### src/design/ocpi_pkg.sv
// Constants for the overcurrent channel process image.
// Assumes one 20 MHz clock shared by the whole image logic.
package ocpi_pkg;
   localparam logic [15:0] OCPI_CMD_IMAGE_IDX = 16'h1600;
   localparam logic [15:0] OCPI_STS_IMAGE_IDX = 16'h1A00;
   localparam logic [15:0] OCPI_OUT_ASSIGN_IDX = 16'h1C12;
   localparam logic [15:0] OCPI_IN_ASSIGN_IDX = 16'h1C13;
   localparam int OCPI_CMD_W = 16;
   localparam int OCPI_STS_W = 32;
   localparam int CMD_RESET_BIT = 0;
   localparam int CMD_ON_BIT = 1;
   localparam int STS_ENABLED_BIT = 0;
   localparam int STS_TRIPPED_BIT = 1;
   localparam int STS_HWPROT_BIT = 4;
   localparam int STS_WARN_BIT = 7;
   localparam int STS_COOL_BIT = 8;
   localparam int STS_DIAG_BIT = 12;
   localparam int STS_TXVALID_BIT = 13;
   localparam int STS_CNT_LO_BIT = 14;
   localparam int STS_ERROR_BIT = 18;
   localparam int STS_RST_MIRROR_BIT = 19;
   localparam int STS_ON_MIRROR_BIT = 20;
   localparam logic [1:0] OCPI_CNT_ONE = 2'h1;
   localparam logic [15:0] OCPI_CMD_RESET_VAL = 16'h0000;
   localparam logic [31:0] OCPI_STS_RESET_VAL = 32'h0000_0000;
endpackage

### src/design/ocpi_channel_image.sv
// Process image of one overcurrent channel: command word in, status word out.
// Assumes cmd_image is sampled once per clock while the link runs, and that
// the protection core supplies its status flags synchronously to clock.
module ocpi_channel_image (
   input wire logic clock,
   input wire logic reset,
   input wire logic link_running,
   input wire logic cmd_valid,
   input wire logic [15:0] cmd_image,
   input wire logic [15:0] out_assign_req,
   input wire logic [15:0] in_assign_req,
   input wire logic st_enabled,
   input wire logic st_tripped,
   input wire logic st_hw_protection,
   input wire logic st_current_warning,
   input wire logic st_cool_down_lock,
   input wire logic st_diag,
   input wire logic st_error,
   output logic [31:0] status_image,
   output logic [15:0] out_assign,
   output logic [15:0] in_assign,
   output logic channel_turn_on_pulse,
   output logic channel_reset_pulse
);
   typedef struct packed {
      logic rst_latch;
      logic on_latch;
      logic [1:0] cycle_cnt;
      logic tx_valid;
      logic [15:0] out_assign;
      logic [15:0] in_assign;
      logic [31:0] status;
      logic on_pulse;
      logic rst_pulse;
   } ocpi_state_s;

   ocpi_state_s st_r;
   ocpi_state_s st_nxt;

   // Every status bit outside the documented flags, counter and mirrors
   localparam logic [31:0] OCPI_STS_PAD_MASK = 32'hFFE3_0E6C;

   always_comb begin
      st_nxt = st_r;
      st_nxt.on_pulse = 1'b0;
      st_nxt.rst_pulse = 1'b0;
      if (!link_running) begin
         st_nxt.out_assign = out_assign_req;
         st_nxt.in_assign = in_assign_req;
         st_nxt.tx_valid = 1'b0;
      end
      if (link_running && cmd_valid) begin
         st_nxt.tx_valid = 1'b1;
         st_nxt.cycle_cnt = st_r.cycle_cnt + ocpi_pkg::OCPI_CNT_ONE;
         st_nxt.rst_latch = cmd_image[ocpi_pkg::CMD_RESET_BIT];
         st_nxt.on_latch = cmd_image[ocpi_pkg::CMD_ON_BIT];
         st_nxt.on_pulse = cmd_image[ocpi_pkg::CMD_ON_BIT] & ~st_r.on_latch;
         st_nxt.rst_pulse = cmd_image[ocpi_pkg::CMD_RESET_BIT] & ~st_r.rst_latch;
      end
      st_nxt.status = ocpi_pkg::OCPI_STS_RESET_VAL;
      st_nxt.status[ocpi_pkg::STS_ENABLED_BIT] = st_enabled;
      st_nxt.status[ocpi_pkg::STS_TRIPPED_BIT] = st_tripped;
      st_nxt.status[ocpi_pkg::STS_HWPROT_BIT] = st_hw_protection;
      st_nxt.status[ocpi_pkg::STS_WARN_BIT] = st_current_warning;
      st_nxt.status[ocpi_pkg::STS_COOL_BIT] = st_cool_down_lock;
      st_nxt.status[ocpi_pkg::STS_DIAG_BIT] = st_diag;
      st_nxt.status[ocpi_pkg::STS_TXVALID_BIT] = st_nxt.tx_valid;
      st_nxt.status[ocpi_pkg::STS_CNT_LO_BIT +: 2] = st_nxt.cycle_cnt;
      st_nxt.status[ocpi_pkg::STS_ERROR_BIT] = st_error;
      st_nxt.status[ocpi_pkg::STS_RST_MIRROR_BIT] = st_nxt.rst_latch;
      st_nxt.status[ocpi_pkg::STS_ON_MIRROR_BIT] = st_nxt.on_latch;
   end

   always_ff @(posedge clock) begin
      if (reset) begin
         st_r <= '0;
         st_r.out_assign <= ocpi_pkg::OCPI_CMD_IMAGE_IDX;
         st_r.in_assign <= ocpi_pkg::OCPI_STS_IMAGE_IDX;
      end else begin
         st_r <= st_nxt;
      end
   end

   assign status_image = st_r.status;
   assign out_assign = st_r.out_assign;
   assign in_assign = st_r.in_assign;
   assign channel_turn_on_pulse = st_r.on_pulse;
   assign channel_reset_pulse = st_r.rst_pulse;
endmodule

### config.mk
export PLATFORM = sky130hd
export DESIGN_NAME = ocpi_channel_image
export DESIGN_NICKNAME = d
export VERILOG_FILES = /design/src/design/ocpi_pkg.sv /design/src/design/ocpi_channel_image.sv
export SDC_FILE = /design/constraint.sdc
export NUM_CORES = 1
export LEC_CHECK = 0
export BUFFER_PORTS_ARGS = -buffer_cell sky130_fd_sc_hd__buf_2
export CORE_MARGIN = 1
export CORE_UTILIZATION = 38
export CTS_BUF_LIST = sky130_fd_sc_hd__clkbuf_8
export DETAILED_ROUTE_END_ITERATION = 6
export GPL_TIMING_DRIVEN = 0
export PLACE_DENSITY = 0.82
export SYNTH_ARGS = -nofsm -noshare
export SYNTH_HDL_FRONTEND = slang
export SYNTH_SLANG_ARGS = --single-unit
### constraint.sdc
create_clock -name clock -period 0.94 [get_ports clock]
set_clock_uncertainty 0.15 [all_clocks]
set_input_delay 0.094 -clock clock [delete_from_list [all_inputs] [get_ports clock]]
set_output_delay 0.094 -clock clock [all_outputs]
set_load 0.05 [all_outputs]
Yosys cells after proc, flatten, opt, wreduce, memory -nomap -nowiden

Cells that the tools add are included.

Reduce and logical (&&, ||, !) cells: 2
$add $sub $neg: 1
Muxes and demuxes: 2
Bitwise logic cells: 5

Operators by type and width:

| cell                | count |
|---|---|
| $mux 33             | 1 |
| $mux 5              | 1 |
| $not 1->1           | 3 |
| $add 2x1->2 const B | 1 |
| $and 1x1->1         | 2 |
| $reduce_or 2->1     | 1 |
| $logic_and 1x1->1   | 1 |

Output and inout bits: 66
Input port bits: 59
Flip-flop bits (word level): 71

Logic depth before layout (Yosys ltp)

Gate-level depths: netlist of run 1.

Depth after elaboration: 3
Mapped depth: 4
Depth with buffers taken out: 2

Worst setup path after synthesis of run 1

Ideal clock, no wire load.

Path kind: register to register
From: register st_r[67] (netlist name)
To: register st_r (netlist bit status_image[15])
Buffers on the path: 0
Stages on the path, launching flop included: 3
Arrival: 1,080 ps
Clock period less this slack: 1,351 ps
Slack: -411 ps
Path through: dfxtp_1 > nand3_2 > mux2_4

Cells in the longest elaborated chain, start to end: 2

Ends and longest elaborated chain:

| what                     | line                     | text |
|---|---|---|
| start: declaration       | ocpi_channel_image.sv:37 | `ocpi_state_s st_r;` |
| start signal: assignment | ocpi_channel_image.sv:80 | `st_r <= st_nxt;` |
| $add 2x1->2              | ocpi_channel_image.sv:54 | `st_nxt.cycle_cnt = st_r.cycle_cnt + ocpi_pkg::OCPI_CNT_ONE;` |
| $mux 5                   | ocpi_channel_image.sv:52 | `if (link_running && cmd_valid) begin` |

Every way passes these cells.
A chain may end at the register's enable or synchronous reset.

==> results.cfg, run 1 <==
[synth]
async_flop_share = 0
avgSynthCellArea_um2 = 10.9
synth_area_leaders = dfxtp_1 50%, mux2i_1 14%, buf_4 8.6%
yosys.cell_types.count = 21
yosysTopAreaCell = dfxtp_1
yosys_most_used_dff = dfxtp_1
synth_top_area_share = 0.505
seq_area_frac_synth = 0.505
synth-seq-cells = 46
ys_warn_count = 0
synth-edff-count = 0
synthesis.instances = 167
synth_area_um2 = 1820

[routing]
routedWlPerCell_um = 13.8
ant_nets = 0
first_pass_iters = 6
drt_iter0_drc = 70
highest_layer = met4
drt-total-wl_mm = 5.14
dr_total_vias = 1658
dr_wl_met3_um = 359
vias_per_cell = 4.46
wl_met1_mm = 1.83
wl_met2_mm = 2.82
drc = 9

[timing]
period_share = 1.13
whs_ns = -0.0433
hold_violations = 7
setup_violations = 51
worst_slack_ns = -0.118
max_freq_mhz = 945
rsz0062_at_grt = true
period_needed_ns = 1.06
final.setup.tns_ns = -4.31
final_max_slew_viol_count = 0

[floorplan]
num_rows = 24
die-height_um = 71.3
die_area_um2 = 5080
core_um2 = 4470
fp.dieW_um = 71.3
ios = 125
start_util = 0.408

[setup_path]
cp_slowest_cell = dfxtp_4
critPathBufInv = 1
critPathMaxStageDelay_ns = 0.37
critPathMaxFanout = 4
cp.arrival_ns = 0.81
crit_path_start_kind = register
path_cells = buf_8
path_class = register to primary output
end_kind = primary output
critPathTopFamily = flip-flops
cp_data_required_time_ns = 0.70

[global_routing]
overflow = 0
grt_pass1_wl_mm = 7.58
antenna_found_initial = 0
grt_pass1_vias = 1625
grt_usage = 0.196
grt_max_degree = 14

[clocking]
clkSinkCount = 46
hold_buffers = 35
cts_max_level = 2
clk_latency_ns = 0.29
clk_pin_slew_ns = 0.08
cts_tree = done
cts-root-buf = clkbuf_8
cts_buffers = 5
cts.path.max_buffers = 2

[power_and_ir_drop]
p_total_mw = 5.03
cellLeakagePower_nw = 1.67
ir_worst_vdd_v = 0.000999
powerDensity_nw_per_um2 = 1460

[final_layout]
antenna_cells = 0
syn_to_final_growth_pct = 88.6
drive_above_1_share = 0.575
finish.utilization = 0.769
layout_common_cells = 45 x buf_2, 40 x buf_8, 37 x dfxtp_2
num-nets-final = 378
layout_commonest_cell = buf_2

[min_path]
hold_class = input port to register

[placed_design]
dp_slack_ns = -0.134
gp_congestion = 0.621
io_buffers = 88
hpwl_mm = 2.67

[run]
drv_cap = 0

[outcome]
status = finished with violations
violations = DRC, hold timing, setup timing
## routing by layer
layer,track usage,vias up
met4,0.0800,0
met2,0.377,74
li1,-,812
met3,0.0534,11
met5,0,-
met1,0.197,761
## cell families after synthesis
logic type,count (synthesis),synth area share
AND/OR/NAND/NOR,50,0.146
AO/OA/AOI/OAI,12,0.0535
flip-flops,46,0.505
multiplexers,27,0.151
other,1,0.00206
buffers and inverters,31,0.143
## path summary, 6_finish.rpt
path	from	endpoint	slack, ns	cells after the start
worst max-delay path	st_r[67]$_SDFFE_PP0P_	status_image[14]	-0.12	1
worst min-delay path	out_assign_req[10]	out_assign[10]$_SDFFE_PP1N_	-0.04	3
worst max register to register	st_r[67]$_SDFFE_PP0P_	status_image[15]$_SDFFE_PP0P_	-0.07	2
worst min register to register	in_assign[12]$_SDFFE_PP1N_	in_assign[12]$_SDFFE_PP1N_	0.34	1
## state kept, by name, indices dropped and copies added, names as in the netlist
name	cells
in_assign	16
out_assign	16
status_image	10
st_r	2
channel_reset_pulse	1
channel_turn_on_pulse	1
## where the power goes
part           switching, mW  total, mW  internal [mW]
combinational          0.832       1.49          0.660
sequential            0.0965       2.17           2.07
clock                  0.629       1.37          0.742
total                   1.56       5.03           3.47
## metrics by stage
step                      area (um2)  cells
after detailed placement        2470    326
final                           3440    372
after CTS                       3300    370
after floorplan                 1960    186
after global routing            3440    372
after global placement          2470    326
## synth_stat cells, types with 2 or more instances
library cell   n
a211o_1        6
a21bo_1        2
a21oi_1        3
buf_12         2
buf_2          5
buf_4         21
buf_6          2
dfxtp_1       46
mux2i_1       26
nand3_1        2
nor2_1        28
nor2b_1       14
nor4b_2        2
## repair_timing
| action | CTS | global route |
|---|---|---|
| setup buffers | 1 | 4 |
| resized for setup | 119 | 29 |
| setup endpoints to repair | 47 | 54 |
| pin swaps | 1 | 4 |
| endpoints found under the hold margin | 44 | 3 |
| cloned | 0 | 0 |
## cell type report
| cell class | count | area [um2] |
|---|---|---|
| Buffer | 31 | 260 |
| Clock buffer | 8 | 110 |
| Fill cell | 289 | 1030 |
| Multi-Input combinational cell | 109 | 739 |
| Sequential cell | 46 | 1000 |
| Tap cell | 52 | 65.1 |
| Timing Repair Buffer | 126 | 1260 |
No activity file was read; power rests on OpenSTA's default activity.
==> inputs of run 2 (changes only) <==
--- a/config.mk
+++ b/config.mk
@@ -6,12 +6,13 @@
 export NUM_CORES = 1
 export LEC_CHECK = 0
 export BUFFER_PORTS_ARGS = -buffer_cell sky130_fd_sc_hd__buf_2
-export CORE_MARGIN = 1
+export CORE_MARGIN = 3
 export CORE_UTILIZATION = 38
 export CTS_BUF_LIST = sky130_fd_sc_hd__clkbuf_8
 export DETAILED_ROUTE_END_ITERATION = 6
 export GPL_TIMING_DRIVEN = 0
-export PLACE_DENSITY = 0.82
+export PLACE_DENSITY = 0.8
+export SETUP_SLACK_MARGIN = 0.5
 export SYNTH_ARGS = -nofsm -noshare
 export SYNTH_HDL_FRONTEND = slang
 export SYNTH_SLANG_ARGS = --single-unit
==> run 2 against run 1 <==
- the flow finishes with violations (hold timing, setup timing)
- via count shrank 9.1%
- worst hold slack got worse by 0.10 ns
- largest cell class unchanged
- critical path depth is the same
- utilization down 3.0 points
- non-clock buffer count decreased by 31
- cell count down 8.3%
- design area decreased by 3.3%
- fmax grew 0.81%
- clock power grew 23%
- largest power group unchanged
- first-iteration DRC count decreased by 16%
==> results.cfg, run 2 (synthesis results as in run 1) <==
[clocking]
cts_max_level = 2
cts-root-buf = clkbuf_8
cts.path.max_buffers = 2
cts_buffers = 5
cts_tree = done
clk_pin_slew_ns = 0.08
clk_latency_ns = 0.29
clkSinkCount = 46

[placed_design]
hpwl_mm = 3.07
gp_congestion = 0.660
io_buffers = 88
postPlaceCellArea_um2 = 2590

[timing]
whs_ns = -0.144
hold_violations = 42
final_max_slew_viol_count = 0
max_freq_mhz = 952
period_needed_ns = 1.05
final.setup.tns_ns = -4.48
rsz0062_at_grt = true
period_share = 1.12
setup_violations = 51
worst_slack_ns = -0.110

[final_layout]
layout_common_cells = 50 x buf_8, 46 x dfxtp_4, 44 x buf_2
fin_area_um2 = 3330
layout_commonest_cell = buf_8
drive_above_1_share = 0.654
num-nets-final = 347
finish.utilization = 0.739
syn_to_final_growth_pct = 82.4
antenna_cells = 0

[routing]
first_pass_iters = 4
ant_nets = 0
drt-total-wl_mm = 4.69
dr_total_vias = 1507
routedWlPerCell_um = 13.8
vias_per_cell = 4.42
drc = 0
drt_iter0_drc = 59

[min_path]
hold_class = input port to register

[floorplan]
core_um2 = 4500
ios = 125
num_rows = 24
fp.dieW_um = 75.3
die-height_um = 75.3
start_util = 0.405
die_area_um2 = 5670

[setup_path]
cp_slowest_cell = dfxtp_4
crit_path_start_kind = register
critPathTopFamily = flip-flops
critPathBufInv = 1
end_kind = primary output
cp.arrival_ns = 0.81
path_cells = buf_8
cp_data_required_time_ns = 0.70
critPathMaxFanout = 4
critPathMaxStageDelay_ns = 0.37
path_class = register to primary output

[global_routing]
grt_max_degree = 15
grt_pass1_vias = 1552
overflow = 0
antenna_found_initial = 0
grt_usage = 0.163
grt_pass1_wl_mm = 6.93

[power_and_ir_drop]
p_total_mw = 5.23
ir_worst_vdd_v = 0.000839
cellLeakagePower_nw = 1.58
powerDensity_nw_per_um2 = 1570

[outcome]
violations = hold timing, setup timing
status = finished with violations

[run]
drv_cap = 0
-- run 2: changes by cell type in the layout (fill, tap and decap cells not counted), sizes merged --
cell,before,now
buf,122,126
bufinv,0,2
clkbuf,8,5
clkinv,0,1
dlygate4sd3,33,0
dlymetal6s4s,2,0
-- run 2: worst paths after layout --
kind                            cells past startpoint  slack (ns)                   startpoint                       endpoint
worst max-delay path                                1       -0.11        st_r[67]$_SDFFE_PP0P_               status_image[14]
worst min-delay path                                2       -0.14                     st_error    status_image[18]$_SDFF_PP0_
worst max register to register                      2       -0.05        st_r[67]$_SDFFE_PP0P_  status_image[15]$_SDFFE_PP0P_
worst min register to register                      1        0.34  out_assign[10]$_SDFFE_PP1N_    out_assign[10]$_SDFFE_PP1N_
-- run 2: metrics by stage --
| step | cells | setup WS, ns |
|---|---|---|
| after floorplan | 186 | -0.133 |
| after global placement | 326 | -0.0699 |
| after detailed placement | 326 | -0.107 |
| after CTS | 339 | -0.128 |
| after global routing | 341 | -0.149 |
| final | 341 | -0.110 |
-- run 2: report_power, final --
part	total, mW	internal [mW]	switching, mW
sequential	2.11	2.01	0.0994
combinational	1.43	0.617	0.814
clock	1.69	1.05	0.634
-- run 2: what timing repair did --
item,in CTS,in global routing
pin swaps,2,4
buffers inserted,4,2
setup endpoints to repair,87,92
resized for setup,149,5
cloned,1,0
endpoints found under the hold margin,44,42
-- run 2: final cells by class --
cell class / instances / area, um2
Buffer: 31 / 285
Clock inverter: 3 / 63.8
Multi-Input combinational cell: 109 / 749
Tap cell: 52 / 65.1
Sequential cell: 46 / 1090
Clock buffer: 5 / 68.8
Timing Repair Buffer: 95 / 1000
Fill cell: 301 / 1180
-- run 2: layer usage --
| metal | track usage | wire, um |
|---|---|---|
| met1 | 0.167 | 1690 |
| met4 | 0.0602 | 83 |
| met2 | 0.304 | 2560 |
| met5 | 0 | 0 |
| met3 | 0.0561 | 353 |
